## config.mk

```make
export PLATFORM = sky130hd
export DESIGN_NAME = operand_fetch_microsequencer
export DESIGN_NICKNAME = d
export VERILOG_FILES = /design/src/logic/opfetch_pkg.sv /design/src/logic/operand_fetch_microsequencer.sv
export SDC_FILE = /design/constraint.sdc
export NUM_CORES = 1
export LEC_CHECK = 0
export BUFFER_PORTS_ARGS = -buffer_cell sky130_fd_sc_hd__buf_2
export CAP_MARGIN = 20
export CORE_ASPECT_RATIO = 1.75
export CORE_MARGIN = 3
export CORE_UTILIZATION = 50
export CTS_CLUSTER_DIAMETER = 80
export CTS_CLUSTER_SIZE = 20
export DETAILED_ROUTE_END_ITERATION = 10
export PLACE_DENSITY = 0.75
export SLEW_MARGIN = 20
export SYNTH_ARGS = -nofsm -noshare
export SYNTH_HDL_FRONTEND = slang
export SYNTH_SLANG_ARGS = --single-unit
export TNS_END_PERCENT = 20
```

## constraint.sdc

```tcl
create_clock -name clock -period 4 [get_ports clock]
set_clock_uncertainty 0.2 [all_clocks]
set_input_delay 0.8 -clock clock [delete_from_list [all_inputs] [get_ports clock]]
set_output_delay 0.8 -clock clock [all_outputs]
set_load 0.02 [all_outputs]
```

## src/logic/opfetch_pkg.sv

```systemverilog
package opfetch_pkg;
    // ----------------------------------------
    // Widths
    // ----------------------------------------
    localparam int          WORD_W       = 16;
    localparam int          UPC_W        = 8;
    localparam int          REG_ADDR_W   = 5;
    localparam int          STAT_W       = 3;
    typedef logic [WORD_W-1:0] word_t;
    typedef logic [UPC_W-1:0]  upc_t;

    // ----------------------------------------
    // Control-store locations
    // ----------------------------------------
    localparam upc_t        LOC_ENTRY    = 8'h01;
    localparam upc_t        BR_SRC_MODE2 = 8'h84;
    localparam upc_t        LOC_S21      = 8'h85;
    localparam upc_t        LOC_S22      = 8'hc1;
    localparam upc_t        LOC_S23      = 8'h0c;
    localparam upc_t        LOC_S12      = 8'ha4;
    localparam upc_t        LOC_S02      = 8'h07;
    localparam upc_t        BR_DST_MODE6 = 8'h4c;
    localparam upc_t        LOC_D61      = 8'h4d;
    localparam upc_t        LOC_D62      = 8'h3d;
    localparam upc_t        LOC_D63      = 8'h3f;

    // ----------------------------------------
    // Datapath constants
    // ----------------------------------------
    localparam logic [2:0]  PC_INDEX     = 3'h7;
    localparam logic [2:0]  DST_MODE_IDX = 3'h6;
    localparam word_t       WORD_STEP    = 16'h0002;
    localparam word_t       B_CONST_ONE  = 16'h0001;
    localparam word_t       WORD_ZERO    = 16'h0000;

    // ----------------------------------------
    // Register map (word index) and fields
    // ----------------------------------------
    localparam logic [4:0]  REG_CTRL     = 5'h00;
    localparam logic [4:0]  REG_INSTR    = 5'h01;
    localparam logic [4:0]  REG_STATUS   = 5'h02;
    localparam logic [4:0]  REG_MASK     = 5'h03;
    localparam logic [4:0]  REG_BREG     = 5'h04;
    localparam logic [4:0]  REG_SCRATCH  = 5'h05;
    localparam logic [4:0]  REG_UPC      = 5'h06;
    localparam logic [4:0]  REG_OPADDR   = 5'h07;
    localparam logic [4:0]  REG_GPR_BASE = 5'h08;
    localparam int          CTRL_START   = 0;
    localparam int          ST_DONE      = 0;
    localparam int          ST_ODD_ERR   = 1;
    localparam int          ST_UNSUPP    = 2;
    localparam logic [STAT_W-1:0] STAT_RESET = 3'h0;
endpackage : opfetch_pkg

```

## src/logic/operand_fetch_microsequencer.sv

```systemverilog
// Behaviour
// - At 205 load the bus address from the source register given by instruction bits 8:6, start a read and go to 301.
// - With the program counter as source, autoincrement fetches the word after the instruction as an immediate.
// - The allow-odd-byte control is sent high with every source read; an odd source address on a word instruction is refused before any read.
// - An odd bus address without allow-odd-byte is a bus error.
// - At 301 form the incremented source pointer: plus one for byte, plus two for word instructions.
// - The increment is source on A, carry-in on, and a +1 constant on B only for non-byte instructions, A plus B.
// - At 014 hold until the source read completes, then write the incremented value back and go to 244.
// - At 244 capture the returned data into B and, for non-byte instructions, go to 007.
// - At 007 copy the source operand into scratch register 10.
// - The destination branch uses instruction bits 5:3 and for mode 6 ORs 114 into a next field of 1, giving 115.
// - For destination mode 6 on the program counter the operand address is index word plus updated counter.
// - At 115 load the bus address from the program counter, read the index word and go to 075.
// - At 075 load B with the program counter plus two and go to 077.
// - The clock-hold control stops the next microstep until the pending bus transfer has completed.
// - The next address is the next-address field ORed with recognised branch bits, unchanged when there are none.
module operand_fetch_microsequencer (
    input  wire logic                          clock,
    input  wire logic                          arst_n,
    input  wire logic                          clockEnable,
    input  wire logic [opfetch_pkg::REG_ADDR_W-1:0] regAddr,
    input  wire opfetch_pkg::word_t            regWrData,
    input  wire logic                          regWrStrobe,
    input  wire logic                          regRdStrobe,
    output opfetch_pkg::word_t                 regRdData,
    output logic                               irq,
    output logic                               busReadReq,
    output opfetch_pkg::word_t                 busAddr,
    output logic                               busAllowOdd,
    input  wire logic                          busAck,
    input  wire opfetch_pkg::word_t            busRdData
);
    import opfetch_pkg::*;

    typedef enum logic {IDLE, RUN} seq_state_e;

    // ----------------------------------------
    // Next-address field of each microword
    // ----------------------------------------
    function automatic upc_t next_address_field(input upc_t loc);
        unique case (loc)
            LOC_S21: next_address_field = LOC_S22;
            LOC_S22: next_address_field = LOC_S23;
            LOC_S23: next_address_field = LOC_S12;
            LOC_S12: next_address_field = LOC_S02;
            LOC_S02: next_address_field = LOC_ENTRY;
            LOC_D61: next_address_field = LOC_D62;
            LOC_D62: next_address_field = LOC_D63;
            default: next_address_field = LOC_ENTRY;
        endcase
    endfunction

    function automatic logic is_byte_instr(input word_t instr);
        is_byte_instr = instr[15] && (instr[14:12] != 3'h0) && (instr[14:12] != 3'h7);
    endfunction

    // ----------------------------------------
    // State
    // ----------------------------------------
    seq_state_e             state_ff;
    upc_t                   upc_ff;
    word_t                  instr_ff;
    word_t                  bReg_ff;
    word_t                  scratch_ff;
    word_t                  busData_ff;
    word_t                  opAddr_ff;
    word_t                  gpr_ff [8];
    word_t                  busAddr_ff;
    logic                   busReq_ff;
    logic                   allowOdd_ff;
    logic [STAT_W-1:0]      status_ff;
    logic [STAT_W-1:0]      mask_ff;
    word_t                  rdData_ff;

    logic [2:0]             srcSel;
    logic [2:0]             dstMode;
    logic                   byteInstr;
    word_t                  srcValue;
    word_t                  pcValue;
    word_t                  aluSum;
    upc_t                   branchBits;
    upc_t                   nxt_upc;
    logic                   holdStep;
    logic                   startsRead;
    logic                   oddBad;
    logic                   step;
    logic                   startCmd;
    logic [STAT_W-1:0]      statSet;

    assign srcSel    = instr_ff[8:6];
    assign dstMode   = instr_ff[5:3];
    assign byteInstr = is_byte_instr(instr_ff);
    assign srcValue  = gpr_ff[srcSel];
    assign pcValue   = gpr_ff[PC_INDEX];
    assign startCmd  = regWrStrobe && (regAddr == REG_CTRL) && regWrData[CTRL_START];

    // ----------------------------------------
    // ALU and microbranch
    // ----------------------------------------
    // A = source, B = +1 only for word ops, carry in always on
    assign aluSum = srcValue + (byteInstr ? WORD_ZERO : B_CONST_ONE) + B_CONST_ONE;

    always_comb begin
        branchBits = '0;
        if (upc_ff == LOC_S02 && dstMode == DST_MODE_IDX) begin
            branchBits = BR_DST_MODE6;
        end
    end

    assign nxt_upc = next_address_field(upc_ff) | branchBits;

    assign startsRead = (upc_ff == LOC_S21) || (upc_ff == LOC_D61);
    assign oddBad = (upc_ff == LOC_S21) ? (srcValue[0] && !byteInstr)
                                        : pcValue[0];

    // Hold on pending reads; a new read waits for the last acknowledge to drop
    assign holdStep = (((upc_ff == LOC_S23) || (upc_ff == LOC_D63)) && busReq_ff)
                   || (startsRead && (busReq_ff || busAck));
    assign step = clockEnable && (state_ff == RUN) && !holdStep;

    // ----------------------------------------
    // Sequencer
    // ----------------------------------------
    always_ff @(posedge clock or negedge arst_n) begin
        if (!arst_n) begin
            state_ff <= IDLE;
            upc_ff   <= LOC_ENTRY;
        end else if (clockEnable) begin
            if (state_ff == IDLE) begin
                if (startCmd) begin
                    state_ff <= RUN;
                    upc_ff   <= LOC_ENTRY | BR_SRC_MODE2;
                end
            end else if (step) begin
                unique case (upc_ff)
                    LOC_S21, LOC_D61: begin
                        if (oddBad) begin
                            state_ff <= IDLE;
                        end else begin
                            upc_ff <= nxt_upc;
                        end
                    end
                    LOC_S12: begin
                        if (byteInstr) begin
                            state_ff <= IDLE;
                        end else begin
                            upc_ff <= nxt_upc;
                        end
                    end
                    LOC_S02: begin
                        upc_ff <= nxt_upc;
                        if (nxt_upc == LOC_ENTRY) begin
                            state_ff <= IDLE;
                        end
                    end
                    LOC_D63: state_ff <= IDLE;
                    default: upc_ff <= nxt_upc;
                endcase
            end
        end
    end

    // ----------------------------------------
    // Datapath registers
    // ----------------------------------------
    always_ff @(posedge clock or negedge arst_n) begin
        if (!arst_n) begin
            bReg_ff    <= WORD_ZERO;
            scratch_ff <= WORD_ZERO;
            opAddr_ff  <= WORD_ZERO;
        end else if (step) begin
            unique case (upc_ff)
                LOC_S22: bReg_ff    <= aluSum;
                LOC_S12: bReg_ff    <= busData_ff;
                LOC_S02: scratch_ff <= bReg_ff;
                LOC_D62: bReg_ff    <= pcValue + WORD_STEP;
                LOC_D63: opAddr_ff  <= busData_ff + bReg_ff;
                default: ;
            endcase
        end
    end

    always_ff @(posedge clock or negedge arst_n) begin
        if (!arst_n) begin
            instr_ff <= WORD_ZERO;
            for (int i = 0; i < 8; i++) begin
                gpr_ff[i] <= WORD_ZERO;
            end
        end else if (clockEnable) begin
            if (step && upc_ff == LOC_S23) begin
                gpr_ff[srcSel] <= bReg_ff;
            end else if (step && upc_ff == LOC_D63) begin
                gpr_ff[PC_INDEX] <= bReg_ff;
            end else if (regWrStrobe && state_ff == IDLE
                         && regAddr[4:3] == REG_GPR_BASE[4:3]) begin
                gpr_ff[regAddr[2:0]] <= regWrData;
            end
            if (regWrStrobe && state_ff == IDLE && regAddr == REG_INSTR) begin
                instr_ff <= regWrData;
            end
        end
    end

    // ----------------------------------------
    // Bus read master
    // ----------------------------------------
    always_ff @(posedge clock or negedge arst_n) begin
        if (!arst_n) begin
            busReq_ff   <= 1'b0;
            busAddr_ff  <= WORD_ZERO;
            allowOdd_ff <= 1'b0;
            busData_ff  <= WORD_ZERO;
        end else if (clockEnable) begin
            if (busReq_ff && busAck) begin
                busReq_ff  <= 1'b0;
                busData_ff <= busRdData;
            end else if (step && startsRead && !oddBad) begin
                busReq_ff   <= 1'b1;
                busAddr_ff  <= (upc_ff == LOC_S21) ? srcValue : pcValue;
                allowOdd_ff <= (upc_ff == LOC_S21);
            end
        end
    end

    assign busReadReq  = busReq_ff;
    assign busAddr     = busAddr_ff;
    assign busAllowOdd = allowOdd_ff;

    // ----------------------------------------
    // Status, mask and interrupt
    // ----------------------------------------
    always_comb begin
        statSet = '0;
        if (step) begin
            statSet[ST_DONE]    = (upc_ff == LOC_D63);
            statSet[ST_ODD_ERR] = startsRead && oddBad;
            statSet[ST_UNSUPP]  = ((upc_ff == LOC_S12) && byteInstr)
                               || ((upc_ff == LOC_S02) && (nxt_upc == LOC_ENTRY));
        end
    end

    always_ff @(posedge clock or negedge arst_n) begin
        if (!arst_n) begin
            status_ff <= STAT_RESET;
            mask_ff   <= STAT_RESET;
        end else if (clockEnable) begin
            // A new event wins over a write-one clear in the same cycle
            if (regWrStrobe && regAddr == REG_STATUS) begin
                status_ff <= (status_ff & ~regWrData[STAT_W-1:0]) | statSet;
            end else begin
                status_ff <= status_ff | statSet;
            end
            if (regWrStrobe && regAddr == REG_MASK) begin
                mask_ff <= regWrData[STAT_W-1:0];
            end
        end
    end

    assign irq = |(status_ff & mask_ff);

    // ----------------------------------------
    // Register read port
    // ----------------------------------------
    always_ff @(posedge clock or negedge arst_n) begin
        if (!arst_n) begin
            rdData_ff <= WORD_ZERO;
        end else if (clockEnable) begin
            if (regRdStrobe) begin
                unique case (regAddr)
                    REG_CTRL:    rdData_ff <= {15'h0000, state_ff == RUN};
                    REG_INSTR:   rdData_ff <= instr_ff;
                    REG_STATUS:  rdData_ff <= {13'h0000, status_ff};
                    REG_MASK:    rdData_ff <= {13'h0000, mask_ff};
                    REG_BREG:    rdData_ff <= bReg_ff;
                    REG_SCRATCH: rdData_ff <= scratch_ff;
                    REG_UPC:     rdData_ff <= {8'h00, upc_ff};
                    REG_OPADDR:  rdData_ff <= opAddr_ff;
                    default:     rdData_ff <= gpr_ff[regAddr[2:0]];
                endcase
            end else begin
                rdData_ff <= WORD_ZERO;
            end
        end
    end

    assign regRdData = rdData_ff;
endmodule : operand_fetch_microsequencer

```

---- Word-level counts from Yosys, hierarchy flattened ----
Cells that the tools add are included.
operators by class
  muxes and demuxes ....................... 41
  reductions and logical operators ........ 53
  order comparisons ....................... 4
  eq/ne operators ......................... 24
  add/subtract/negate cells ............... 4
  bitwise operators ....................... 10
operators by type and width
  kind                                                                   number
  128-bit bitwise mux                                                    2
  128-bit 2-to-1 mux                                                     2
  16-bit 2-to-1 mux                                                      9
  16-bit one-hot mux with 8 select lines                                 1
  112-bit 2-to-1 mux                                                     1
  16-bit binary-select mux with 3-bit select                             2
  16-bit demux with 3-bit select                                         2
  16-bit one-hot mux with 3 select lines                                 1
  8-bit one-hot mux with 6 select lines                                  1
  8-bit 2-to-1 mux                                                       5
  1-bit logical AND                                                      25
  8-bit equality test, second input constant                             3
  8-bit one-hot mux with 3 select lines                                  1
  5-bit by 3-bit equality test with 1-bit output, second input constant  4
  16-bit by 1-bit adder with 16-bit output                               1
  16-bit by 1-bit adder with 16-bit output, second input constant        1
  16-bit adder                                                           1
  16-bit by 2-bit adder with 16-bit output, second input constant        1
  8-bit by 6-bit equality test with 1-bit output, second input constant  2
  2-bit AND reduction                                                    8
  5-bit by 2-bit equality test with 1-bit output, second input constant  2
  1-bit 2-to-1 mux                                                       10
  3-bit != test, second input constant                                   3
  3-bit nonzero test                                                     3
  28 further kinds                                                       45
word-level totals
  word-level logic and storage cells ...... 157
  output and inout port bits .............. 35
  register bits after elaboration ......... 257
  bits of input ports ..................... 43

---- Longest topological paths before layout ----
Gate-level depths: netlist (run 1).
  depth after elaboration ................. 10
  gate-level depth with buffers ........... 16
  mapped depth without buffers ............ 13

---- Least setup slack after synthesis (run 1) ----
No wires, ideal clock.
  path type ............................... register -> register
  start ................................... register instr_ff[6]
  end ..................................... register bReg_ff[12]
  path slack .............................. 0.805 ns
  arrival ................................. 2.857 ns
  library setup time ...................... 0.138 ns
  path buffers ............................ 4
  cell stages (with the launch flop) ...... 17
  required time ........................... 3.662 ns
  period minus slack after synthesis ...... 3.195 ns
  cells stage by stage .................... dfrtp_1 buf_6 buf_2 buf_4 buf_2 nor3_2 a22oi_1 nand4_1 inv_1 ha_1 inv_1 ha_1 nor2b_1 and3_4 nand4b_1 xnor2_1 o221ai_1
between the ends
  cells in the longest elaborated chain, start to end .. 7
ends and longest elaborated chain
  item                                                    RTL line                             text
  start: declaration                                      operand_fetch_microsequencer.sv:62   word_t instr_ff;
  start signal: assignment                                operand_fetch_microsequencer.sv:199  instr_ff <= regWrData;
  3-bit inverter with 4-bit output (implied by the code)  operand_fetch_microsequencer.sv:93   assign srcValue = gpr_ff[srcSel];
  16-bit binary-select mux with 3-bit select              operand_fetch_microsequencer.sv:93
  16-bit 2-to-1 mux (implied by the code) (2 in series)   operand_fetch_microsequencer.sv:93
  16-bit by 1-bit adder with 16-bit output (2 in series)  operand_fetch_microsequencer.sv:101  assign aluSum = srcValue + (byteInstr ? WORD_ZERO : B_CONST_ONE) + B_CONST_ONE;
  16-bit one-hot mux with 3 select lines                  operand_fetch_microsequencer.sv:172  unique case (upc_ff)
  end signal: assignment                                  operand_fetch_microsequencer.sv:173  LOC_S22: bReg_ff <= aluSum;
  end signal: assignment                                  operand_fetch_microsequencer.sv:174  LOC_S12: bReg_ff <= busData_ff;
  end signal: assignment                                  operand_fetch_microsequencer.sv:176  LOC_D62: bReg_ff <= pcValue + WORD_STEP;
  end: declaration                                        operand_fetch_microsequencer.sv:63   word_t bReg_ff;
No other way between the ends. The select of a mux whose other input is x is not followed.
A chain may end at the register's enable or synchronous reset.

---- Final worst setup path (run 1) ----
  start ................................... register instr_ff[6]
  end ..................................... register bReg_ff[8]
Same word-level chain as after synthesis.

==> results.md, run 1 <==
Pwr:
- The proportion of total power due to net switching is between 20% and 30%.
- The internal power of the cells totals 3.72 mW.
- The part of the power in combinational logic is 12.3%.
- The peak supply drop is 0.454 mV.
- The power per unit of standard cell area is around 300 nW/µm².
- The final total power is 5.14 mW.
- The net switching component of the power is 1.41 mW.
- Summed over all cells, the static leakage comes to 7.28 nW.
- The clock network burns 33.4% of the power.
- The part of the power in registers is 54.3%.

STA:
- Summed over all failing endpoints, the final setup total negative slack is 0 ns.
- The final hold violation count is 0.
- The worst-case headroom to the max-slew limit is between 30% and 40%.
- The final number of setup-violating endpoints is 0.
- Timing would allow up to between 200 and 300 MHz.
- Setup repair after global routing left no endpoint under its margin.
- The share of the clock period used by the worst path is 88.0%.
- The worst path needs 3.52 ns of the cycle, external delays included.
- The worst path meets setup with 0.480 ns of slack.
- The measured slew at the worst slew-check pin is 1.02 ns.
- The final max-slew violation count is 0.

Clock network:
- The clock sink total is 257.
- Buffers inserted to repair hold after CTS numbered 0.
- The number of gates resized after CTS is 0.
- The number of levels in the clock H-tree is 1.
- TritonCTS built the clock tree.
- Clock-pin slew was measured on the worst setup and hold paths at 0.10 ns.
- No sink is reached through more buffers than the 3 on the longest clock path.
- The number of CTS-inserted buffers is 16.
- The tree is rooted in a sky130_fd_sc_hd__clkbuf_16.
- Buffers added to address setup during post-CTS repair amount to 0.
- The clock latency at the later pin of the worst-skew pair is approximately 0.53 ns.

Global routing:
- After global routing the overflow that remains totals 0.
- The initial antenna violation count is 1.
- Across every metal layer, demand over resource in global routing totals 31.2%.
- The via count of the first global-routing pass is 14168.
- Entering global routing, the biggest net connects 120 pins.
- The first global-routing pass estimated 83.3 mm of wire.

Layout:
- The multi-input combinational cells in the finished layout cover a total of 8730 µm².
- The number of nets at the end of the flow is 1765.
- The number of filler cells placed in the layout is 2820.
- After routing the design area is 17200 µm².
- The sequential standard cell area is 6430 µm².
- From synthesis to final layout, the design area changed by 7.49%.
- The proportion of layout cells with a drive suffix above 1 is about a fifth.

Route:
- The total iterations of the first detailed-routing run is 7.
- The routed design uses 26.5 mm of met2 wire.
- The routed via count is 14142.
- The post-detailed-route via-to-cell ratio is 6.72.
- For this block, the routed nets add up to 53.4 mm of wire.
- The routed metal-1 wirelength is 18.8 mm.
- In the routed design, unresolved DRC markers number 0.
- Summed over all nets, wire length on met3 after detailed routing comes to 3.67 mm.
- The mean routed wirelength per cell is 25.4 µm.
- The count of routing violations after the opening detailed-route iteration is roughly 1500.
- The remaining number of nets flagged by the antenna check after routing is 0.
- Signal routing reaches up to met4.

Synthesis:
- Sorting the synthesized cells by area gives the leading types as sky130_fd_sc_hd__dfrtp_1, sky130_fd_sc_hd__mux4_2, sky130_fd_sc_hd__nand3_1, sky130_fd_sc_hd__mux2_2, sky130_fd_sc_hd__a31oi_1.
- Summing every instance area after synthesis gives 16000 µm².
- The count of flip-flops with a built-in enable after synthesis is 0.
- The dominant register cell in the synthesized netlist is sky130_fd_sc_hd__dfrtp_1.
- Counting flops with an async set or reset pin after synthesis yields a share of 100%.
- The number of distinct library cell variants in the gate-level netlist after synthesis is 91.
- sky130_fd_sc_hd__dfrtp_1 is the most common cell in the netlist.
- By count the netlist is led by sky130_fd_sc_hd__dfrtp_1, sky130_fd_sc_hd__nand3_1, sky130_fd_sc_hd__nand2_1, sky130_fd_sc_hd__nor2_1, sky130_fd_sc_hd__a31oi_1.
- The net count of the mapped netlist is 1770.
- A synthesized cell averages roughly 9.4 µm².
- The Yosys step of the flow raised 0 warnings.
- The sequential-to-total area share from yosys stat is 40.2%.
- Synthesis produced a netlist whose cell count is 1707.
- The cell type with the highest aggregate area in the netlist is sky130_fd_sc_hd__dfrtp_1.
- Summed over its instances, the top area cell type makes up 40.0% of the synthesized netlist area.
- The synthesized design contains approximately 260 register bits.

Die:
- The horizontal extent of the die is 141 µm.
- The die covers around 34000 µm².
- During I/O placement, the number of pins put on the boundary was 78.
- The area of the core is 31500 µm².
- Once the floorplan was initialized, standard cells occupied 50.8% of the core.
- The y dimension of the die is about 240 µm.
- The row count is 86.

Setup path:
- The number of cells on the worst reg-to-reg path is 8.
- STA classifies the critical path startpoint as a register.
- The worst register-to-register path begins at instr_ff[6].
- The signal on the critical path passes through buf_4, mux4_1, mux2i_1, a21oi_2, and3_4, xor2_1, a221oi_2, o21ai_1.
- The worst setup path is captured at a register.
- For the worst setup path, the data required time is 4.17 ns.
- At the worst endpoint, the arrival time is between 3 and 4 ns.
- The delay of the slowest critical-path stage is ~0.8 ns.
- The slowest stage of the critical path is the sky130_fd_sc_hd__dfrtp_2 cell.
- The setup check on the worst reg-to-reg path leaves a slack of 0.48 ns.
- In this run the worst path has a maximum fanout of 31.
- In this run the critical register-to-register path is captured at bReg_ff[8].
- The kind of critical path is register to register.

Placement:
- The weighted congestion reported at the end of routability-driven placement is approximately 0.95.
- The wire-length estimate of the detail-placed layout is 39.5 mm.
- The placed standard-cell area is 16700 µm².
- The number of buffers added on ports is a little under 80.
- Before CTS, the worst setup slack after placement is 0.559 ns.

Min path:
- The min-delay analysis places its worst path in the category input port to async pin.

Status:
- The run finished with clean final reports.

Run:
- The total of max-cap violations is 0.
[cells by family (layout without fill, tap and decap cells)]
kind of cell / count (synthesis) / after routing / share of synthesized area [%]
compound gates: 410 / 410 / 16.9
xor+xnor: 32 / 32 / 1.75
fa+ha+maj: 20 / 20 / 1.61
buf+inv: 203 / 203 / 5.55
flops: 257 / 257 / 40.2
mux: 151 / 151 / 14.3
other cells: 0 / 1 / 0
simple gates: 634 / 634 / 19.7
[cell usage in the layout (no fill, tap or decap), types with 36 or more instances in the layout]
cell type	instances
sky130_fd_sc_hd__mux2_2	61
sky130_fd_sc_hd__nand3_1	183
sky130_fd_sc_hd__nand2_1	166
sky130_fd_sc_hd__mux4_2	47
sky130_fd_sc_hd__a21oi_1	36
sky130_fd_sc_hd__a22oi_1	52
sky130_fd_sc_hd__o21ai_0	93
sky130_fd_sc_hd__a31oi_1	100
sky130_fd_sc_hd__nor2_1	134
sky130_fd_sc_hd__buf_4	65
sky130_fd_sc_hd__dfrtp_1	254
sky130_fd_sc_hd__buf_2	75
[metal layers]
layer | vias to the layer above | GRT usage [%]
met1 | 6926 | 36.6
met4 | 0 | 21.2
met3 | 216 | 4.04
li1 | 6278 | -
met5 | - | 0
met2 | 722 | 52.5
[stage by stage]
stage / cells / hold slack, ns / util, %
after floorplan: 1707 / 0.243 / -
after global placement: 2080 / 0.257 / 53.1
after detailed placement: 2080 / 0.271 / 53.1
after CTS: 2103 / 0.224 / 54.5
after global routing: 2104 / 0.250 / 54.6
final: 2104 / 0.127 / 54.6
[flip-flops by register name (all words and copies together) (netlist names)]
signal / cells
pcValue: 16
busData_ff: 16
busAddr: 16
mask_ff: 3
busReadReq: 1
regRdData: 16
scratch_ff: 16
opAddr_ff: 16
upc_ff: 8
bReg_ff: 16
instr_ff: 16
busAllowOdd: 1
state_ff: 1
status_ff: 3
gpr_ff: 112
[final cells by class]
| class | instances | area share, % |
|---|---|---|
| Clock buffer | 22 | 2.58 |
| Clock inverter | 1 | 0.0291 |
| Multi-Input combinational cell | 1247 | 50.7 |
| Timing Repair Buffer | 145 | 5.57 |
| Inverter | 35 | 0.764 |
| Tap cell | 396 | 2.88 |
| Antenna cell | 1 | 0.0145 |
| Sequential cell | 257 | 37.4 |
[power groups by stage]
stage               clock network, mW  logic (mW)  registers, mW
floorplan                           0       0.418           2.79
global placement                    0       0.617           2.83
detailed placement                  0       0.627           2.84
CTS                              1.74       0.632           2.79
global route                     1.83       0.700           2.80
finish                           1.71       0.633           2.79
[worst max-delay path by stage]
| stage | start | end |
|---|---|---|
| floorplan | instr_ff[6] | bReg_ff[12] |
| global placement | instr_ff[6] | bReg_ff[8] |
| detailed placement | instr_ff[6] | bReg_ff[8] |
| CTS | instr_ff[6] | bReg_ff[8] |
| global route | instr_ff[6] | bReg_ff[8] |
| finish | instr_ff[6] | bReg_ff[8] |
[critical path: cells and delay by family (launching register included)]
family	cells	cell delay, ns
AO/OA/AOI/OAI	3	0.44
AND/OR/NAND/NOR	1	0.23
flip-flops	1	0.80
XOR/XNOR	1	0.15
buffers and inverters	1	0.50
multiplexers	2	1.04
(Power assumes the default switching activity.)
==> run 2, diff against run 1 <==
--- a/config.mk
+++ b/config.mk
@@ -8,7 +8,7 @@
 export BUFFER_PORTS_ARGS = -buffer_cell sky130_fd_sc_hd__buf_2
 export CAP_MARGIN = 20
 export CORE_ASPECT_RATIO = 1.75
-export CORE_MARGIN = 3
+export CORE_MARGIN = 2
 export CORE_UTILIZATION = 50
 export CTS_CLUSTER_DIAMETER = 80
 export CTS_CLUSTER_SIZE = 20
==> constraint.sdc (replaced) <==
create_clock -name clock -period 4 [get_ports clock]
set_clock_uncertainty 0.2 [all_clocks]
set_input_delay 1.2 -clock clock [delete_from_list [all_inputs] [get_ports clock]]
set_output_delay 1.2 -clock clock [all_outputs]
set_load 0.02 [all_outputs]
==> results.md, run 2 (synthesized netlist as in run 1, its figures left out) <==
Pwr:
- The share of power burned in the clock network is 33.7%.
- Per report_power, the sequential group accounts for 53.9% of the total.
- The net switching component of the power is 1.42 mW.
- Summed over all cells, the static leakage comes to approximately 7.3 nW.
- Dividing total power by cell area gives a power density of between 200 and 300 nW/µm².
- Combinational cells account for roughly 12% of the total power.
- The internal power summed over all cells is between 3 and 4 mW.
- The proportion of total power due to net switching is 27.5%.
- Total power for the finished layout comes to a little over 5 mW.
- The peak supply drop is 0.542 mV.

Min path:
- The instance count along the most critical hold path is 2.
- The startpoint of the worst hold path is busAddr[15].
- The min-delay analysis places its worst path in the category register to register.

Route:
- The DRC violation count after routing is 0.
- After detailed routing, the total wire length is 54.0 mm.
- After the first detailed-routing iteration, the DRC count stood at 1521.
- The mean routed wirelength per cell is 25.6 µm.
- The routed via count is between 10000 and 15000.
- After detailed routing, the number of vias per cell comes to around 6.9.
- In this run the remaining antenna-violating nets after routing total 0.
- The total iterations of the first detailed-routing run is 9.

Setup path:
- The worst endpoint data arrival time is ~3.7 ns.
- The worst register-to-register path has a depth of 9.
- In this run the worst setup path begins at instr_ff[6].
- The startpoint identified for the worst register-to-register timing path is instr_ff[6].
- The kind of critical path is register to register.
- The type of origin of the critical path is a register.
- The maximum fanout along the worst path is 27.
- The worst setup path is captured at a register.
- Data on the critical path is required at its endpoint by 4.19 ns.

Clock network:
- After clock tree synthesis, the flow added hold-fix buffers numbering 0.
- CTS built an H-tree with a depth of 1.
- In this run the post-CTS setup repair buffer count came out at 0.
- No sink is reached through more buffers than the 3 on the longest clock path.
- After clock tree synthesis, the clock-pin slew on the worst setup and hold paths is 0.10 ns.
- For this design, the sink count on the clock tree is 257.
- Post-CTS repair changed the size of 0 cells.
- Clock tree synthesis inserted a total of 16 buffers.
- The CTS root buffer is sky130_fd_sc_hd__clkbuf_16.
- TritonCTS built the clock tree.
- The clock latency at the later pin of the worst-skew pair is 0.53 ns.

Layout:
- For this run, the post-layout net count is 1773.
- The relative area change from synthesis to final layout is 8.01%.
- The number of flip-flops in the largest register is 112.
- The library cell used most frequently in the layout, excluding fill and tap cells, is sky130_fd_sc_hd__dfrtp_1.
- In the final layout, the share of cells above drive strength 1 is between 10% and 20%.
- The final instance area is 17300 µm².
- The number of antenna diodes in the final layout is 0.
- The largest register by flop count is gpr_ff.
- The top cell types in the final layout, fill and taps aside, are sky130_fd_sc_hd__dfrtp_1, sky130_fd_sc_hd__nand3_1, sky130_fd_sc_hd__nand2_1.

Die:
- The y dimension of the die is 241 µm.
- In this run the core area contains 86 standard-cell rows.
- The starting utilization of the core area is between 50% and 60%.
- After floorplanning, the core was sized to cover between 30000 and 40000 µm².
- The number of ports placed on the die boundary is 78.
- The die covers roughly 34000 µm².
- The horizontal extent of the die is approximately 140 µm.

STA:
- Summed over all failing endpoints, the final setup total negative slack is 0 ns.
- The final hold violation count is 0.
- The final number of setup-violating endpoints is 0.
- The share of the clock period used by the worst path is about 88%.
- Derived from the worst setup path, the maximum achievable clock frequency is 285 MHz.
- After layout, the minimum clock period comes to 3.51 ns.
- The measured slew at the worst slew-check pin is 1.08 ns.
- The worst-case headroom to the max-slew limit is 28.0%.
- The final max-slew violation count is 0.
- Setup repair after global routing left no endpoint under its margin.
- In the post-route analysis, the smallest setup slack over all paths is 0.494 ns.

Global routing:
- The first global-routing pass estimated 83.2 mm of wire.
- The overall fraction of global-route tracks in use is 32.0%.
- The maximum number of pins on one net before global-route repair is 85.
- The initial antenna violation count was 0.
- After global routing the overflow that remains totals 0.
- The via count of the first global-routing pass is 14481.

Placement:
- The placed standard-cell area is 16800 µm².
- The number of buffers added on ports is 77.
- Detailed placement finished with a half-perimeter wire length of roughly 40 mm.
- The worst slack at placement is 0.308 ns.
- Routability-driven placement finished with a final weighted congestion of around 0.96.

Run:
- The total of max-cap violations is 0.

Status:
- The flow ran to the end, and the final reports show no timing, DRC or antenna violations.
## run 2: changes by cell type in the layout (fill, tap and decap cells not counted), sizes merged
cell,change
buf,+8
clkbuf,+2
clkinv,-1
diode,-1
## run 2: per-layer routing
metal  share of wire [%]  vias up  global-route usage (%)
li1                    -     6292                       -
met3                 7.3      291                    4.33
met5                   0        -                       0
met1                  34     7125                    35.9
met2                  49      810                    54.8
met4                 9.0        0                    25.3
## run 2: area by class of cell
type,instances,area [µm²]
Timing Repair Buffer,153,1030
Fill cell,2801,14200
Clock buffer,24,462
Multi-Input combinational cell,1247,8730
Sequential cell,257,6430
Tap cell,396,495
Inverter,35,131
## run 2: path summary, 6_finish.rpt
path                               end  slack, ns
hold reg to reg            busAddr[15]       0.28
min in group asynchronous   gpr_ff[82]       0.44
max in group asynchronous  instr_ff[7]       2.19
setup / recovery           bReg_ff[13]       0.49
setup reg to reg           bReg_ff[13]       0.49
hold / removal             busAddr[15]       0.28
## run 2: through the flow
stage	std cells	hold slack, ns	util, %
2_1_floorplan	1707	0.243	-
3_3_place_gp	2088	0.261	53.3
3_5_place_dp	2088	0.265	53.3
4_1_cts	2112	0.284	54.8
5_1_grt	2112	0.312	54.8
6_report	2112	0.279	54.8
## run 2: power groups by stage
stage	Clock [mW]	Sequential (mW)	Combinational, mW
final	1.74	2.78	0.643
after global routing	1.83	2.80	0.695
after CTS	1.75	2.78	0.641
after detailed placement	0	2.83	0.637
after global placement	0	2.83	0.621
after floorplan	0	2.79	0.418
## run 2: worst max-delay path, stage by stage (launching register included)
cell                        delay, ns
sky130_fd_sc_hd__dfrtp_2         0.66
sky130_fd_sc_hd__buf_4           0.41
sky130_fd_sc_hd__mux2i_1         0.44
sky130_fd_sc_hd__nor2_1          0.21
sky130_fd_sc_hd__a2111oi_2       0.40
sky130_fd_sc_hd__buf_4           0.23
sky130_fd_sc_hd__and4bb_4        0.23
sky130_fd_sc_hd__nand4_1         0.12
sky130_fd_sc_hd__mux2i_1         0.33
sky130_fd_sc_hd__a21oi_1         0.11
==> run 3, diff against run 2 <==
--- a/config.mk
+++ b/config.mk
@@ -10,9 +10,11 @@
 export CORE_ASPECT_RATIO = 1.75
 export CORE_MARGIN = 2
 export CORE_UTILIZATION = 50
+export CTS_BUF_LIST = sky130_fd_sc_hd__clkbuf_16
 export CTS_CLUSTER_DIAMETER = 80
 export CTS_CLUSTER_SIZE = 20
 export DETAILED_ROUTE_END_ITERATION = 10
+export HOLD_SLACK_MARGIN = 0.03
 export PLACE_DENSITY = 0.75
 export SLEW_MARGIN = 20
 export SYNTH_ARGS = -nofsm -noshare
==> results.md, run 3 (synthesized netlist as in run 1, its figures left out) <==
Setup path:
- The library cell contributing the largest single delay on the critical path is sky130_fd_sc_hd__dfrtp_2.
- The critical path is of the register to register type.
- The capture point of the worst reg-to-reg path is bReg_ff[13].
- For this run, the slowest stage of the critical path takes about 0.67 ns.
- STA classifies the critical path startpoint as a register.
- The maximum fanout along the worst path is 27.
- In this run the critical register-to-register path is launched from instr_ff[6].
- The number of cells on the worst reg-to-reg path is 9.
- Together, buffers and inverters on the worst path number 2.
- The critical path's top delay family is multiplexers.
- The endpoint required time on the critical path is between 4 and 5 ns.
- STA classifies the critical path endpoint as a register.
- The worst endpoint data arrival time is 3.74 ns.
- The critical path goes through buf_4, mux2i_1, nor2_1, a2111oi_2, buf_4, and4bb_4, nand4_1, mux2i_1, a21oi_1.
- The setup check on the worst reg-to-reg path leaves a slack of 0.45 ns.

Layout:
- The top cell types in the final layout, fill and taps aside, are sky130_fd_sc_hd__dfrtp_1, sky130_fd_sc_hd__nand3_1, sky130_fd_sc_hd__nand2_1.
- 0 antenna diodes ended up in the layout.
- The leading cell type in the layout, fill and taps excluded is sky130_fd_sc_hd__dfrtp_1.
- The largest register by flop count is gpr_ff.
- The number of flip-flops in the largest register is 112.
- For this run, the post-layout net count is 1773.
- In the final layout, the share of cells above drive strength 1 is 19.2%.
- The relative area change from synthesis to final layout is 7.95%.

STA:
- In this run the tightest slew margin relative to its limit is about 28%.
- At the pin with the least slew margin, the transition time is 1.08 ns.
- The final hold slack is around 0.28 ns.
- The final max-slew violation count is 0.
- The maximum clock rate is 282 MHz.
- In the final timing run, aggregate negative setup slack is 0 ns.
- The share of the clock period used by the worst path is between 80% and 90%.
- Setup repair after global routing left no endpoint under its margin.
- The final hold violation count was 0.
- The worst path needs about 3.5 ns of the cycle, external delays included.
- The final number of setup-violating endpoints is 0.

Die:
- After floorplanning, the core was divided into 86 placement rows.
- Measured along the x axis, the die boundary spans 139 µm.
- The die footprint is between 30000 and 40000 µm².
- The starting utilization of the core area is 50.8%.
- The die is ~240 µm tall.
- The region available for standard cell placement spans 31500 µm².
- Pin placement for this block handled 78 I/O pins.

Min path:
- For hold timing, the worst endpoint is busAddr[15].
- The worst hold path begins at busAddr[15].
- In this run the worst hold path is classified as register to register.
- The instance count along the most critical hold path is 2.

Route:
- The routed via count is 14557.
- After detailed routing, the number of remaining DRC violations is 0.
- In the final routed layout, each cell accounts on average for 25.6 µm.
- The post-detailed-route via-to-cell ratio is 6.89.
- The total detailed-routing wirelength is 54.1 mm.
- The remaining number of nets flagged by the antenna check after routing is 0.
- The count of routing violations after the opening detailed-route iteration is 1561.
- The pre-antenna-repair detailed-routing pass consisted of 8 iterations.

Pwr:
- VDD sags by at most ~0.48 mV.
- The final total power is 5.12 mW.
- The leakage power figure is approximately 7.3 nW.
- The power per unit of standard cell area is 297 nW/µm².

Clock network:
- The CTS root buffer is sky130_fd_sc_hd__clkbuf_16.
- The number of hold-repair buffers added at the cts stage is 0.
- The clock sink total is around 260.
- Clock-pin slew was measured on the worst setup and hold paths at 0.09 ns.
- The post-CTS repair timing setup buffer count is 0.
- CTS built an H-tree with a depth of 1.
- Clock tree synthesis inserted a total of 16 buffers.
- The clock latency at the later pin of the worst-skew pair is 0.52 ns.
- The number of gates resized after CTS is 0.
- The worst-case clock buffer depth is 3.
- The TritonCTS clock tree is done.

Run:
- The total of max-cap violations is 0.

Global routing:
- The overall fraction of global-route tracks in use is 32.0%.
- The via count of the first global-routing pass is 14481.
- The maximum number of pins on one net before global-route repair is 85.
- The total global routing overflow is 0.
- The initial antenna violation count came to 0.
- The first global-routing pass estimated 83.2 mm of wire.

Placement:
- The weighted congestion reported at the end of routability-driven placement is approximately 0.96.
- The number of buffers added on ports is 77.
- Once detailed placement completed, the half-perimeter wirelength came to 39.5 mm.

Status:
- The run finished with clean final reports.
[run 3: through the flow]
step	setup slack [ns]	cell area, µm²	cells	utilization [%]
detailed placement	0.308	16800	2088	53.3
global route	0.439	17300	2112	54.8
global placement	0.346	16800	2088	53.3
CTS	0.592	17300	2112	54.8
floorplan	0.774	16000	1707	-
finish	0.454	17300	2112	54.8
[run 3: tightest hold or removal path: stages, from the launching register on]
cell and delay, ns:
sky130_fd_sc_hd__dfrtp_1 0.34, sky130_fd_sc_hd__nand2_1 0.05, sky130_fd_sc_hd__o21ai_0 0.06
[run 3: cell type report]
class                           count  area (µm²)
Inverter                           35         131
Tap cell                          396         495
Sequential cell                   257        6430
Multi-Input combinational cell   1247        8730
Timing Repair Buffer              153        1030
Fill cell                        2802       14300
Clock inverter                      7        26.3
Clock buffer                       17         425
[run 3: worst max path at each step]
stage	start	to	cells after the start
after detailed placement	regAddr[0]	regRdData[10]	9
final	instr_ff[6]	bReg_ff[13]	9
after floorplan	regAddr[0]	instr_ff[10]	6
after CTS	instr_ff[6]	bReg_ff[13]	9
after global placement	regAddr[0]	regRdData[10]	9
after global routing	instr_ff[6]	bReg_ff[4]	10
[run 3: where the power goes]
part | internal (mW) | switching [mW] | leakage [nW]
clock network | 0.768 | 0.926 | 0.243
logic | 0.261 | 0.383 | 3.57
registers | 2.68 | 0.101 | 3.53
total | 3.71 | 1.41 | 7.35
[run 3: per-layer routing]
layer	track usage (%)	up-vias	wire length [µm]
li1	-	6292	-
met3	4.33	286	4020
met2	54.8	825	26800
met1	35.9	7154	18400
met5	0	-	0
met4	25.3	0	4860
